===== src/hw/mech_pkg.sv =====
// Purpose: constants, types and decoding for the eoc command handler
// Assumes: the monitor handshake delivers whole two-byte messages
// Notes: class nibble sits in byte0[7:4]; eoc address in byte0[3:1], d/m in byte0[0]
// Contract
// - classify two-byte messages by first nibble
// - direct register replies always go first
// - eoc messages touch internal registers only
// - one command suffices; device repeats code
// - byte0 class, address, d/m; byte1 code
// - commands come in, confirmations go out
// - eoc reply beats overhead and local replies
// - code 50 requests downstream loop first
// - code 51 loops first bearer channel
// - code 52 loops second bearer channel
// - code 53 inverts crc, stops far-end counting
// - code 54 stops near-end counting, holds indications
// - undefined code answered with unable-to-comply
// - code ff releases all, state ff
// - defined addressed command is echoed back
// - all access travels as monitor messages
// - local-function replies have lowest priority
package mech_pkg;

	// ----------------------------------------------------------------
	// widths and message fields
	// ----------------------------------------------------------------
	localparam int MECH_BYTE_W = 8;
	localparam logic [3:0] MECH_CLASS_EOC = 4'h0;
	localparam logic [3:0] MECH_CLASS_OHB = 4'h2;
	localparam logic [3:0] MECH_CLASS_LF = 4'h8;
	localparam logic [3:0] MECH_CLASS_DRC = 4'hC;
	localparam logic [2:0] MECH_ADDR_NT = 3'h0;
	localparam logic [2:0] MECH_ADDR_BCAST = 3'h7;

	// ----------------------------------------------------------------
	// eoc codes and reset values
	// ----------------------------------------------------------------
	localparam logic [7:0] MECH_CODE_HOLD = 8'h00;
	localparam logic [7:0] MECH_CODE_FULL_LOOP = 8'h50;
	localparam logic [7:0] MECH_CODE_FIRST_LOOP = 8'h51;
	localparam logic [7:0] MECH_CODE_SECOND_LOOP = 8'h52;
	localparam logic [7:0] MECH_CODE_REQ_CRC = 8'h53;
	localparam logic [7:0] MECH_CODE_NOTIFY_CRC = 8'h54;
	localparam logic [7:0] MECH_CODE_UNABLE = 8'hAA;
	localparam logic [7:0] MECH_CODE_RELEASE = 8'hFF;
	localparam logic [7:0] MECH_EOC_STATE_RESET = 8'hFF;
	// second byte of the local full_loop_close command
	localparam logic [7:0] MECH_LF_FULL_LOOP_CODE = 8'hF4;

	// ----------------------------------------------------------------
	// types
	// ----------------------------------------------------------------
	typedef enum logic [2:0] {
		MECH_CLS_NONE = 3'b000,
		MECH_CLS_EOC = 3'b001,
		MECH_CLS_OHB = 3'b010,
		MECH_CLS_LF = 3'b011,
		MECH_CLS_DRC = 3'b100
	} mech_class_t;

	typedef enum logic [1:0] {
		MECH_LOOP_OPEN = 2'b00,
		MECH_LOOP_REQUESTED = 2'b01,
		MECH_LOOP_CLOSED = 2'b10
	} mech_loop_t;

	// class from first nibble; anything else maps to none
	function automatic mech_class_t mech_class_of(input logic [7:0] byte0);
		logic [3:0] nib;
		nib = byte0[7:4];
		if (nib == MECH_CLASS_EOC) mech_class_of = MECH_CLS_EOC;
		else if (nib == MECH_CLASS_OHB) mech_class_of = MECH_CLS_OHB;
		else if (nib == MECH_CLASS_LF) mech_class_of = MECH_CLS_LF;
		else if (nib == MECH_CLASS_DRC) mech_class_of = MECH_CLS_DRC;
		else mech_class_of = MECH_CLS_NONE;
	endfunction : mech_class_of

	// true for the seven codes the processor understands
	function automatic logic mech_code_defined(input logic [7:0] code);
		mech_code_defined = (code == MECH_CODE_HOLD) || (code == MECH_CODE_FULL_LOOP)
			|| (code == MECH_CODE_FIRST_LOOP) || (code == MECH_CODE_SECOND_LOOP)
			|| (code == MECH_CODE_REQ_CRC) || (code == MECH_CODE_NOTIFY_CRC)
			|| (code == MECH_CODE_RELEASE);
	endfunction : mech_code_defined

endpackage : mech_pkg


===== src/hw/mech_msg_if.sv =====
// Purpose: two-byte monitor message with valid/ready handshake
// Assumes: sender holds valid and bytes until ready
// Notes: ready may be combinational
interface mech_msg_if;
	logic valid;
	logic ready;
	logic [7:0] byte0;
	logic [7:0] byte1;
	modport sender (output valid, output byte0, output byte1, input ready);
	modport receiver (input valid, input byte0, input byte1, output ready);
endinterface : mech_msg_if


===== src/hw/mech_classifier.sv =====
// Purpose: take a monitor message and split out its fields
// Assumes: message source is logic on the same clock
// Notes: accept is a combinational one-cycle strobe
module mech_classifier (
	mech_msg_if.receiver msg,
	input wire logic busy_in,
	output logic accept_out,
	output mech_pkg::mech_class_t cls_out,
	output logic [2:0] addr_out,
	output logic dm_out,
	output logic [7:0] code_out
);
	import mech_pkg::*;

	// stall the whole stream while an eoc answer still waits for the arbiter
	assign msg.ready = !busy_in;
	assign accept_out = msg.valid && !busy_in;

	// ----------------------------------------------------------------
	// field decode
	// ----------------------------------------------------------------
	assign cls_out = mech_class_of(msg.byte0);
	assign addr_out = msg.byte0[3:1];
	assign dm_out = msg.byte0[0];
	assign code_out = msg.byte1;
endmodule : mech_classifier


===== src/hw/mech_reply_arb.sv =====
// Purpose: fixed-priority choice of replies for one output slot
// Assumes: each source holds its request until its ready pulse
// Notes: priority direct register, then eoc, then overhead, then local function
module mech_reply_arb (
	input wire logic clk_in,
	input wire logic rst_b_in,
	mech_msg_if.receiver drc,
	mech_msg_if.receiver eoc,
	mech_msg_if.receiver ohb,
	mech_msg_if.receiver lf,
	output logic reply_valid_out,
	output logic [7:0] reply_byte0_out,
	output logic [7:0] reply_byte1_out,
	input wire logic reply_ready_in
);
	import mech_pkg::*;

	logic slot_free;
	logic take_drc;
	logic take_eoc;
	logic take_ohb;
	logic take_lf;
	logic take_any;
	logic [7:0] win_byte0;
	logic [7:0] win_byte1;

	// the slot frees as it is read, so replies go back to back
	assign slot_free = !reply_valid_out || reply_ready_in;
	assign take_drc = slot_free && drc.valid;
	assign take_eoc = slot_free && eoc.valid && !drc.valid;
	assign take_ohb = slot_free && ohb.valid && !drc.valid && !eoc.valid;
	assign take_lf = slot_free && lf.valid && !drc.valid && !eoc.valid && !ohb.valid;
	assign take_any = take_drc || take_eoc || take_ohb || take_lf;
	assign drc.ready = take_drc;
	assign eoc.ready = take_eoc;
	assign ohb.ready = take_ohb;
	assign lf.ready = take_lf;

	// winner data select
	assign win_byte0 = take_drc ? drc.byte0 : take_eoc ? eoc.byte0 : take_ohb ? ohb.byte0 : lf.byte0;
	assign win_byte1 = take_drc ? drc.byte1 : take_eoc ? eoc.byte1 : take_ohb ? ohb.byte1 : lf.byte1;

	// output slot
	always_ff @(posedge clk_in or negedge rst_b_in) begin
		if (!rst_b_in) begin
			reply_valid_out <= 1'b0;
			reply_byte0_out <= 8'h00;
			reply_byte1_out <= 8'h00;
		end else if (slot_free) begin
			reply_valid_out <= take_any;
			reply_byte0_out <= take_any ? win_byte0 : reply_byte0_out;
			reply_byte1_out <= take_any ? win_byte1 : reply_byte1_out;
		end
	end
endmodule : mech_reply_arb


===== src/hw/mech_top.sv =====
// Purpose: monitor message interpreter with eoc command execution and reply priority
// Assumes: all inputs come from logic on CLOCK_IN; monitor handshake is outside
// Notes: eoc effects are latched levels until release, except the one-cycle downstream loop requests
module mech_top (
	input wire logic CLOCK_IN,
	input wire logic RST_B_IN,
	input wire logic MSG_VALID_IN,
	input wire logic [mech_pkg::MECH_BYTE_W-1:0] MSG_BYTE0_IN,
	input wire logic [mech_pkg::MECH_BYTE_W-1:0] MSG_BYTE1_IN,
	output logic MSG_READY_OUT,
	input wire logic DRC_REPLY_VALID_IN,
	input wire logic [mech_pkg::MECH_BYTE_W-1:0] DRC_REPLY_BYTE0_IN,
	input wire logic [mech_pkg::MECH_BYTE_W-1:0] DRC_REPLY_BYTE1_IN,
	output logic DRC_REPLY_TAKEN_OUT,
	input wire logic OHB_REPLY_VALID_IN,
	input wire logic [mech_pkg::MECH_BYTE_W-1:0] OHB_REPLY_BYTE0_IN,
	input wire logic [mech_pkg::MECH_BYTE_W-1:0] OHB_REPLY_BYTE1_IN,
	output logic OHB_REPLY_TAKEN_OUT,
	input wire logic LF_REPLY_VALID_IN,
	input wire logic [mech_pkg::MECH_BYTE_W-1:0] LF_REPLY_BYTE0_IN,
	input wire logic [mech_pkg::MECH_BYTE_W-1:0] LF_REPLY_BYTE1_IN,
	output logic LF_REPLY_TAKEN_OUT,
	output logic REPLY_VALID_OUT,
	output logic [mech_pkg::MECH_BYTE_W-1:0] REPLY_BYTE0_OUT,
	output logic [mech_pkg::MECH_BYTE_W-1:0] REPLY_BYTE1_OUT,
	input wire logic REPLY_READY_IN,
	output logic DRC_CMD_OUT,
	output logic OHB_CMD_OUT,
	output logic LF_CMD_OUT,
	output logic [mech_pkg::MECH_BYTE_W-1:0] CMD_BYTE0_OUT,
	output logic [mech_pkg::MECH_BYTE_W-1:0] CMD_BYTE1_OUT,
	input wire logic DOWNSTREAM_TRANSPARENT_IN,
	output logic DOWNSTREAM_LOOP_REQ_A_OUT,
	output logic DOWNSTREAM_LOOP_REQ_B_OUT,
	output logic FULL_LOOP_CLOSE_OUT,
	output logic FIRST_BEARER_LOOP_OUT,
	output logic SECOND_BEARER_LOOP_OUT,
	output logic CRC_INVERT_UP_OUT,
	output logic FAR_END_COUNT_STOP_OUT,
	output logic NEAR_END_COUNT_STOP_OUT,
	output logic ERROR_IND_HOLD_OUT,
	output logic [mech_pkg::MECH_BYTE_W-1:0] EOC_LINE_CODE_OUT
);
	import mech_pkg::*;

	// ----------------------------------------------------------------
	// carriers between the submodules
	// ----------------------------------------------------------------
	mech_msg_if in_msg ();
	mech_msg_if drc_rep ();
	mech_msg_if eoc_rep ();
	mech_msg_if ohb_rep ();
	mech_msg_if lf_rep ();

	logic accept;
	mech_class_t cls;
	logic [2:0] addr;
	logic dm;
	logic [7:0] code;
	logic eoc_pend;
	logic [7:0] eoc_rep_byte0;
	logic [7:0] eoc_rep_byte1;
	logic [7:0] eoc_state;
	mech_loop_t loop_state;
	mech_loop_t next_loop_state;
	logic first_loop;
	logic second_loop;
	logic crc_invert;
	logic far_stop;
	logic near_stop;
	logic err_hold;
	logic req_a;
	logic req_b;
	logic fwd_drc;
	logic fwd_ohb;
	logic fwd_lf;
	logic [7:0] fwd_byte0;
	logic [7:0] fwd_byte1;

	// incoming message from the monitor channel
	assign in_msg.valid = MSG_VALID_IN;
	assign in_msg.byte0 = MSG_BYTE0_IN;
	assign in_msg.byte1 = MSG_BYTE1_IN;
	assign MSG_READY_OUT = in_msg.ready;

	// replies waiting in other units of the device
	assign drc_rep.valid = DRC_REPLY_VALID_IN;
	assign drc_rep.byte0 = DRC_REPLY_BYTE0_IN;
	assign drc_rep.byte1 = DRC_REPLY_BYTE1_IN;
	assign DRC_REPLY_TAKEN_OUT = drc_rep.ready;
	assign ohb_rep.valid = OHB_REPLY_VALID_IN;
	assign ohb_rep.byte0 = OHB_REPLY_BYTE0_IN;
	assign ohb_rep.byte1 = OHB_REPLY_BYTE1_IN;
	assign OHB_REPLY_TAKEN_OUT = ohb_rep.ready;
	assign lf_rep.valid = LF_REPLY_VALID_IN;
	assign lf_rep.byte0 = LF_REPLY_BYTE0_IN;
	assign lf_rep.byte1 = LF_REPLY_BYTE1_IN;
	assign LF_REPLY_TAKEN_OUT = lf_rep.ready;
	assign eoc_rep.valid = eoc_pend;
	assign eoc_rep.byte0 = eoc_rep_byte0;
	assign eoc_rep.byte1 = eoc_rep_byte1;

	// ----------------------------------------------------------------
	// submodules
	// ----------------------------------------------------------------
	mech_classifier u_classifier (
		.msg(in_msg),
		.busy_in(eoc_pend),
		.accept_out(accept),
		.cls_out(cls),
		.addr_out(addr),
		.dm_out(dm),
		.code_out(code)
	);

	mech_reply_arb u_reply_arb (
		.clk_in(CLOCK_IN),
		.rst_b_in(RST_B_IN),
		.drc(drc_rep),
		.eoc(eoc_rep),
		.ohb(ohb_rep),
		.lf(lf_rep),
		.reply_valid_out(REPLY_VALID_OUT),
		.reply_byte0_out(REPLY_BYTE0_OUT),
		.reply_byte1_out(REPLY_BYTE1_OUT),
		.reply_ready_in(REPLY_READY_IN)
	);

	// ----------------------------------------------------------------
	// eoc decode
	// ----------------------------------------------------------------
	logic eoc_take;
	logic addressed;
	logic exec;
	logic code_ok;
	logic do_full;
	logic do_first;
	logic do_second;
	logic do_rcc;
	logic do_ncc;
	logic do_release;
	logic lf_full_loop;
	logic [7:0] answer;

	assign eoc_take = accept && (cls == MECH_CLS_EOC);
	// only termination or broadcast with d/m set acts
	assign addressed = ((addr == MECH_ADDR_NT) || (addr == MECH_ADDR_BCAST)) && dm;
	assign code_ok = mech_code_defined(code);
	assign exec = eoc_take && addressed && code_ok;
	assign do_full = exec && (code == MECH_CODE_FULL_LOOP);
	assign do_first = exec && (code == MECH_CODE_FIRST_LOOP);
	assign do_second = exec && (code == MECH_CODE_SECOND_LOOP);
	assign do_rcc = exec && (code == MECH_CODE_REQ_CRC);
	assign do_ncc = exec && (code == MECH_CODE_NOTIFY_CRC);
	assign do_release = exec && (code == MECH_CODE_RELEASE);
	assign lf_full_loop = accept && (cls == MECH_CLS_LF) && (code == MECH_LF_FULL_LOOP_CODE);

	// answer code: hold when not for us, refusal when unknown, else echo
	assign answer = !addressed ? MECH_CODE_HOLD
		: !code_ok ? MECH_CODE_UNABLE
		: code;

	// pending eoc answer; input stalls meanwhile
	always_ff @(posedge CLOCK_IN or negedge RST_B_IN) begin
		if (!RST_B_IN) begin
			eoc_pend <= 1'b0;
			eoc_rep_byte0 <= 8'h00;
			eoc_rep_byte1 <= 8'h00;
		end else if (eoc_take) begin
			eoc_pend <= 1'b1;
			eoc_rep_byte0 <= {MECH_CLASS_EOC, addr, dm};
			eoc_rep_byte1 <= answer;
		end else if (eoc_rep.ready) begin
			eoc_pend <= 1'b0;
		end
	end

	// ----------------------------------------------------------------
	// eoc processor state and line code
	// ----------------------------------------------------------------
	// hold and refused codes leave the state alone; the code stays on the line
	always_ff @(posedge CLOCK_IN or negedge RST_B_IN) begin
		if (!RST_B_IN) begin
			eoc_state <= MECH_EOC_STATE_RESET;
		end else if (exec && (code != MECH_CODE_HOLD)) begin
			eoc_state <= code;
		end
	end

	// the framer repeats it every line frame
	assign EOC_LINE_CODE_OUT = eoc_state;

	// ----------------------------------------------------------------
	// latched test and loop functions
	// ----------------------------------------------------------------
	// each of codes 51 to 54 adds to the set; release clears everything at once
	always_ff @(posedge CLOCK_IN or negedge RST_B_IN) begin
		if (!RST_B_IN) begin
			first_loop <= 1'b0;
			second_loop <= 1'b0;
			crc_invert <= 1'b0;
			far_stop <= 1'b0;
			near_stop <= 1'b0;
			err_hold <= 1'b0;
		end else if (do_release) begin
			first_loop <= 1'b0;
			second_loop <= 1'b0;
			crc_invert <= 1'b0;
			far_stop <= 1'b0;
			near_stop <= 1'b0;
			err_hold <= 1'b0;
		end else begin
			first_loop <= first_loop || do_first;
			second_loop <= second_loop || do_second;
			crc_invert <= crc_invert || do_rcc;
			far_stop <= far_stop || do_rcc;
			near_stop <= near_stop || do_ncc;
			err_hold <= err_hold || do_rcc || do_ncc;
		end
	end

	assign FIRST_BEARER_LOOP_OUT = first_loop;
	assign SECOND_BEARER_LOOP_OUT = second_loop;
	assign CRC_INVERT_UP_OUT = crc_invert;
	assign FAR_END_COUNT_STOP_OUT = far_stop;
	assign NEAR_END_COUNT_STOP_OUT = near_stop;
	assign ERROR_IND_HOLD_OUT = err_hold;

	// ----------------------------------------------------------------
	// full loop sequencing
	// ----------------------------------------------------------------
	// the loop is never closed on code 50 itself: downstream gets the first chance
	always_comb begin
		next_loop_state = loop_state;
		case (loop_state)
			MECH_LOOP_OPEN: begin
				if (do_full) next_loop_state = MECH_LOOP_REQUESTED;
			end
			MECH_LOOP_REQUESTED: begin
				if (do_release) next_loop_state = MECH_LOOP_OPEN;
				else if (lf_full_loop) next_loop_state = MECH_LOOP_CLOSED;
			end
			MECH_LOOP_CLOSED: begin
				if (do_release) next_loop_state = MECH_LOOP_OPEN;
			end
			default: begin
				next_loop_state = MECH_LOOP_OPEN;
			end
		endcase
	end

	always_ff @(posedge CLOCK_IN or negedge RST_B_IN) begin
		if (!RST_B_IN) begin
			loop_state <= MECH_LOOP_OPEN;
		end else begin
			loop_state <= next_loop_state;
		end
	end

	assign FULL_LOOP_CLOSE_OUT = (loop_state == MECH_LOOP_CLOSED);

	// one-cycle downstream request, form per downstream state
	always_ff @(posedge CLOCK_IN or negedge RST_B_IN) begin
		if (!RST_B_IN) begin
			req_a <= 1'b0;
			req_b <= 1'b0;
		end else begin
			req_a <= do_full && DOWNSTREAM_TRANSPARENT_IN;
			req_b <= do_full && !DOWNSTREAM_TRANSPARENT_IN;
		end
	end

	assign DOWNSTREAM_LOOP_REQ_A_OUT = req_a;
	assign DOWNSTREAM_LOOP_REQ_B_OUT = req_b;

	// ----------------------------------------------------------------
	// forwarding of the other classes
	// ----------------------------------------------------------------
	// unknown class nibbles raise no strobe and get no answer
	always_ff @(posedge CLOCK_IN or negedge RST_B_IN) begin
		if (!RST_B_IN) begin
			fwd_drc <= 1'b0;
			fwd_ohb <= 1'b0;
			fwd_lf <= 1'b0;
			fwd_byte0 <= 8'h00;
			fwd_byte1 <= 8'h00;
		end else begin
			fwd_drc <= accept && (cls == MECH_CLS_DRC);
			fwd_ohb <= accept && (cls == MECH_CLS_OHB);
			fwd_lf <= accept && (cls == MECH_CLS_LF);
			fwd_byte0 <= accept ? in_msg.byte0 : fwd_byte0;
			fwd_byte1 <= accept ? in_msg.byte1 : fwd_byte1;
		end
	end

	assign DRC_CMD_OUT = fwd_drc;
	assign OHB_CMD_OUT = fwd_ohb;
	assign LF_CMD_OUT = fwd_lf;
	assign CMD_BYTE0_OUT = fwd_byte0;
	assign CMD_BYTE1_OUT = fwd_byte1;
endmodule : mech_top


===== config.mk =====
export PLATFORM = sky130hd
export DESIGN_NAME = mech_top
export DESIGN_NICKNAME = d
export VERILOG_FILES = /design/src/hw/mech_pkg.sv /design/src/hw/mech_msg_if.sv /design/src/hw/mech_classifier.sv /design/src/hw/mech_reply_arb.sv /design/src/hw/mech_top.sv
export SDC_FILE = /design/constraint.sdc
export NUM_CORES = 1
export LEC_CHECK = 0
export BUFFER_PORTS_ARGS = -buffer_cell sky130_fd_sc_hd__buf_2
export CAP_MARGIN = 20
export CORE_MARGIN = 5
export CORE_UTILIZATION = 50
export CTS_BUF_LIST = sky130_fd_sc_hd__clkbuf_4 sky130_fd_sc_hd__clkbuf_8
export CTS_CLUSTER_DIAMETER = 120
export CTS_CLUSTER_SIZE = 28
export DETAILED_ROUTE_END_ITERATION = 12
export GPL_ROUTABILITY_DRIVEN = 0
export PLACE_DENSITY_LB_ADDON = 0.05
export SYNTH_ARGS = -nofsm -noshare
export SYNTH_HDL_FRONTEND = slang
export SYNTH_SLANG_ARGS = --single-unit

===== constraint.sdc =====
create_clock -name CLOCK_IN -period 3.3 [get_ports CLOCK_IN]
set_input_delay 0.33 -clock CLOCK_IN [delete_from_list [all_inputs] [get_ports CLOCK_IN]]
set_output_delay 0.33 -clock CLOCK_IN [all_outputs]
set_load 0.005 [all_outputs]

==> results.md, run 1 <==
- Via density: 5.66
- CP required: 2970 ps
- Synth cell types: 44
- Relative slew slack: 0.371
- Main combinational cell family by area after synthesis: compound AO/OA/AOI/OAI gates
- RR Startpoint: eoc_pend
- Cells after Synth: 273
- First-pass DRT Iterations: 4
- Tightest Pin Transition: 944 ps
- Clock buffer depth: 2
- Die Span Y: 88.8 um
- WL final: 8250 um
- Max Fclk: 405 MHz
- Final setup viols: 0
- Filler Cells Inserted: 504
- Resize count post-CTS: 0
- Die ar.: 0.00789 mm2
- Top-level port count: 129
- Synth Area in XOR/XNOR: 0
- DR vias: 2,704
- Detailed-route DRC error count: 0
- Hold/Removal Path Class: input pin to register
- GRT Total Usage: 0.217
- GRT overflow: 0
- PD cells: 599 mW/mm2
- EDFF count, synth: 0
- Hold Crit Start: DOWNSTREAM_TRANSPARENT_IN
- Clk_lat worst skew: 350 ps
- Synth Flop Type: dfrtp_1
- Synthesized area: 0.00311 mm2
- Die width: 88.8 um
- Clock power frac: 0.331
- Adder-cell area share of the yosys netlist: 0
- CTS tree: done
- Layout Nets: 470
- Placed inst area: 0.00380 mm2
- Comb pwr share: 0.231
- End of the worst register-to-register path: loop_state[0]
- Simple-gate portion of the synthesized area: 0.127
- Setup Buffers After CTS: 0
- Min Clock Period, post-route: 2470 ps
- WHS Path Cells: 2
- Mux contribution to synthesized area: 0.104
- Syn avg cell area: 11.4 um2
- Core Box Area: 0.00599 mm2
- Diode count: 0
- Seq cells post-synth: 67
- Flop-to-flop setup slack: 1000 ps
- Final Skew: 7.31 ps
- NetSw: 0.000701 W
- CP startpoint kind: register
- Hold_buf cts: 0
- DP Wirelength: 5920 um
- Routed Antenna Nets: 0
- Worst EP arrival: 2140 ps
- Status: finished, final reports clean
- Post-synthesis compound-gate area fraction: 0.199
- # rows: 28
- TritonCTS buffer count: 9
- Starting density of the core: 0.519
- Crit. End Element: output pin
- Part of the cycle the worst path needs: 0.749
- Most common cell after layout, fill and taps aside: buf_2
- Final setup TNS: 0 ps
- Design area: 0.00404 mm2
- Pins Over Slew Limit: 0
- Switch share: 0.290
- Sequential area share after synthesis: 0.543
- CP max FO: 19
- CTS clock-pin slew for the worst setup and hold paths: 80 ps
- Worst setup path class: register to output pin
- Internal Dissipation: 0.00172 W
- Antenna violations before repair: 0
- Synth Net Count: 345
- Clk root buf: clkbuf_8
- Largest net degree at the start of global routing: 68
- PortBufs: 128
- Vias in the first global route: 2,701
- Fraction of layout cells with a size suffix above 1: 0.452
- WHS Endpoint: DOWNSTREAM_LOOP_REQ_B_OUT
- Initial DRC count: 164
- RSZ-0062 raised after global routing: false
- Max Cap Viol: 0
- P_leak: 2.02 nW
- Synth warnings: 0
- First-pass GRT wire length: 13,200 um
- Worst R2R Path Depth: 4
- # H-tree levels: 3
- Maximum vdd drop: 353 uV
- Layout area overhead: 29.8%
- Share of power burned in registers: 0.438
- Most frequent cells in the layout: buf_2 (128), dfrtp_1 (59), nand2_1 (36), mux2_2 (18), a211o_1 (13)
- Post-synth ARST share: 1.00
- Routed WL per cell: 17.3 um
- Sink Count: 67
- Final hold violation count: 0
[power by group through the flow]
stage	registers [W]	logic (W)	clock network, W
2_1_floorplan	0.00108	0.000287	0
3_3_place_gp	0.00107	0.000554	0
3_5_place_dp	0.00108	0.000565	0
4_1_cts	0.00106	0.000568	0.000807
5_1_grt	0.00108	0.000627	0.000858
6_report	0.00106	0.000559	0.000799
[worst max-delay path by stage]
stage                                            from                        endpoint  cells past startpoint
after global routing                         eoc_pend                   loop_state[0]                      4
after CTS                 u_reply_arb.reply_valid_out             OHB_REPLY_TAKEN_OUT                      4
final                     u_reply_arb.reply_valid_out             OHB_REPLY_TAKEN_OUT                      4
after floorplan                       MSG_BYTE1_IN[1]            EOC_LINE_CODE_OUT[0]                      6
after detailed placement           DRC_REPLY_VALID_IN  u_reply_arb.reply_byte0_out[1]                      6
after global placement             DRC_REPLY_VALID_IN  u_reply_arb.reply_byte1_out[2]                      6
[state kept, by name, summed over array words and instances (netlist names), 2 cells and up]
name                         flops
CMD_BYTE0_OUT                    8
eoc_rep.byte0                    4
u_reply_arb.reply_byte0_out      8
eoc_rep.byte1                    8
loop_state                       2
EOC_LINE_CODE_OUT                8
CMD_BYTE1_OUT                    8
u_reply_arb.reply_byte1_out      8
[area by class of cell]
type / count / area [um2] / share of cell area
clock buffer: 10 / 138 / 0.0341
clock inverter: 6 / 95.1 / 0.0236
inverter: 3 / 11.3 / 0.00279
multi-input combinational: 185 / 1340 / 0.332
sequential: 67 / 1690 / 0.418
tap: 75 / 93.8 / 0.0233
timing repair buffer: 132 / 671 / 0.166
[cells in the mapped netlist, types with 2 or more instances]
library cell  count  area share
a211o_1          13       0.037
a21o_1            3      0.0072
a21oi_1           3      0.0048
a222oi_1          4       0.013
a22o_1            6       0.017
a31oi_1           2      0.0040
a32o_1            5       0.016
a32oi_1          12       0.034
and2_1            2      0.0040
and3_1            3      0.0060
buf_2             5      0.0081
clkbuf_1         12       0.014
dfrtp_1          59        0.48
dfstp_2           8       0.068
inv_1             3      0.0036
mux2_2           18       0.065
mux2i_1          12       0.039
nand2_1          36       0.043
nand2b_1          3      0.0060
nand3_1           6      0.0097
nor2_1            8      0.0097
nor2b_1           3      0.0060
nor3_1            4      0.0064
nor3b_1           2      0.0048
nor4_1            2      0.0040
o21a_1            3      0.0072
o21ai_0           7       0.011
o22ai_1          12       0.024
or3_1             2      0.0040
[stage by stage]
step / hold slack (ps) / setup WS, ps / total power [W] / cells / utilization
after global placement: 457 / 1060 / 0.00163 / 462 / 0.635
after CTS: 126 / 799 / 0.00244 / 478 / 0.674
final: 137 / 828 / 0.00242 / 478 / 0.674
after floorplan: 34.4 / 1440 / 0.00137 / 273 / -
after global routing: 128 / 675 / 0.00257 / 478 / 0.674
after detailed placement: 466 / 980 / 0.00164 / 462 / 0.635
[worst max-delay path, stage by stage (launching register included)]
cell and delay [ps]:
dfrtp_1 380, nand2b_1 70, buf_4 230, and4_1 860, buf_2 250
[metal layers]
layer | part of all wire | wire length [um] | up-vias | global-route usage
li1 | - | - | 1294 | -
met1 | 0.44 | 3610 | 1293 | 0.300
met2 | 0.48 | 3940 | 96 | 0.327
met3 | 0.068 | 557 | 21 | 0.0559
met4 | 0.018 | 146 | 0 | 0.0865
met5 | 0 | 0 | - | 0
[cell families (layout without fill, tap and decap cells)]
| family | Yosys count | in the layout |
|---|---|---|
| AND/OR/NAND/NOR | 78 | 78 |
| multiplexers | 30 | 30 |
| buffers and inverters | 21 | 151 |
| AO/OA/AOI/OAI | 77 | 77 |
| flip-flops | 67 | 67 |
Note: power is estimated with default switching activity, not from simulation.
==> run 2: changes to the inputs <==
Clock period 3.3 ns to 2.4 ns, I/O delays scaled along.
==> results.md, run 2 (synthesis results as in run 1) <==
- Most common cell after layout, fill and taps aside: buf_2
- Clock buffer depth: 2
- Routed Antenna Nets: 0
- CTS clock-pin slew for the worst setup and hold paths: 70 ps
- Final setup viols: 0
- Tightest Pin Transition: 911 ps
- Initial DRC count: 91
- PD cells: 771 mW/mm2
- Internal Dissipation: 0.00224 W
- # rows: 28
- First-pass DRT Iterations: 4
- Max Fclk: 457 MHz
- Filler Cells Inserted: 509
- P_leak: 2.05 nW
- Worst setup path class: register to output pin
- RSZ-0062 raised after global routing: false
- Core Box Area: 0.00599 mm2
- Design area: 0.00407 mm2
- DP Wirelength: 6300 um
- Relative slew slack: 0.393
- Comb pwr share: 0.252
- Share of power burned in registers: 0.465
- Detailed-route DRC error count: 0
- CP max FO: 17
- First-pass GRT wire length: 13,500 um
- Placed inst area: 0.00386 mm2
- Hold/Removal Path Class: input pin to register
- Top-level port count: 129
- Worst EP arrival: 1950 ps
- Min Clock Period, post-route: 2190 ps
- GRT overflow: 0
- Final hold violation count: 0
- Pre-CTS setup slack: 269 ps
- Layout Nets: 476
- Clock power frac: 0.282
- WL final: 8470 um
- PortBufs: 128
- Maximum vdd drop: 488 uV
- Starting density of the core: 0.519
- Layout area overhead: 30.8%
- GRT Total Usage: 0.222
- TritonCTS buffer count: 9
- Die Span Y: 88.8 um
- Crit. End Element: output pin
- Die ar.: 0.00789 mm2
- Via density: 5.72
- Antenna violations before repair: 0
- Clk_lat worst skew: 330 ps
- Status: finished, final reports clean
- DR vias: 2,768
- Routed WL per cell: 17.5 um
- Pins Over Slew Limit: 0
- Largest net degree at the start of global routing: 44
- Most frequent cells in the layout: buf_2 (128), dfrtp_1 (59), nand2_1 (36), mux2_2 (18), a211o_1 (13)
- Final Skew: 7.39 ps
- Fraction of layout cells with a size suffix above 1: 0.457
- Vias in the first global route: 2,815
- Die width: 88.8 um
- Part of the cycle the worst path needs: 0.912
- Switch share: 0.286
- CP required: 2160 ps
- Max Cap Viol: 0
- Sink Count: 67
- Diode count: 0
- Final setup TNS: 0 ps
- Clk root buf: clkbuf_8
- Final worst-path setup slack: 211 ps
- Resize count post-CTS: 0
- # H-tree levels: 3
- NetSw: 0.000897 W
- CP startpoint kind: register
- CTS tree: done
run 2: final cells by class:
type | count | area [um2] | share of cell area
Timing Repair Buffer | 138 | 743 | 0.183
Tap cell | 75 | 93.8 | 0.0231
Sequential cell | 67 | 1690 | 0.415
Clock buffer | 14 | 180 | 0.0443
Multi-Input combinational cell | 185 | 1340 | 0.330
Clock inverter | 2 | 10.0 | 0.00246
Inverter | 3 | 11.3 | 0.00277
run 2: per-stage QoR:
| step | hold slack, ps | power [W] | std cells | util |
|---|---|---|---|---|
| after floorplan | -55.6 | 0.00188 | 273 | - |
| after global placement | 272 | 0.00226 | 467 | 0.645 |
| after detailed placement | 273 | 0.00228 | 467 | 0.645 |
| after CTS | 52.0 | 0.00317 | 484 | 0.679 |
| after global routing | 61.9 | 0.00333 | 484 | 0.679 |
| final | 69.0 | 0.00313 | 484 | 0.679 |
run 2: worst paths after layout:
| path | from | endpoint | slack [ps] | cells past startpoint |
|---|---|---|---|---|
| worst min register to register | u_reply_arb.reply_byte0_out[4] | u_reply_arb.reply_byte0_out[4] | 480 | 2 |
| worst min-delay path | DOWNSTREAM_TRANSPARENT_IN | DOWNSTREAM_LOOP_REQ_B_OUT | 70 | 2 |
| worst max-delay path | eoc_pend | OHB_REPLY_TAKEN_OUT | 210 | 3 |
| min in group asynchronous | RST_B_IN | CMD_BYTE0_OUT[4] | 450 | 2 |
| worst max register to register | eoc_pend | loop_state[0] | 270 | 4 |
| max in group asynchronous | RST_B_IN | EOC_LINE_CODE_OUT[1] | 1270 | 3 |
run 2: per-layer routing:
layer | wire length, um | vias to the layer above | GRT usage
met2 | 4250 | 97 | 0.355
met5 | 0 | - | 0
met3 | 631 | 6 | 0.0438
li1 | - | 1305 | -
met4 | 64 | 0 | 0.0975
met1 | 3530 | 1360 | 0.294
run 2: power groups by stage:
stage                     Combinational, W  Clock (W)  Sequential, W
final                             0.000791   0.000884        0.00146
after floorplan                   0.000395          0        0.00148
after CTS                         0.000804   0.000907        0.00146
after global placement            0.000788          0        0.00147
after detailed placement          0.000802          0        0.00148
after global routing              0.000884   0.000963        0.00148
run 2: critical path: stages (launching register included):
cell and delay, ps:
dfrtp_1 420, inv_1 130, and4_1 810, buf_2 250
run 2: repair_timing:
| item | in CTS | in global routing |
|---|---|---|
| buffers inserted | 0 | 0 |
| hold buffers | 1 | 0 |
| endpoints found under the hold margin | 24 | 0 |
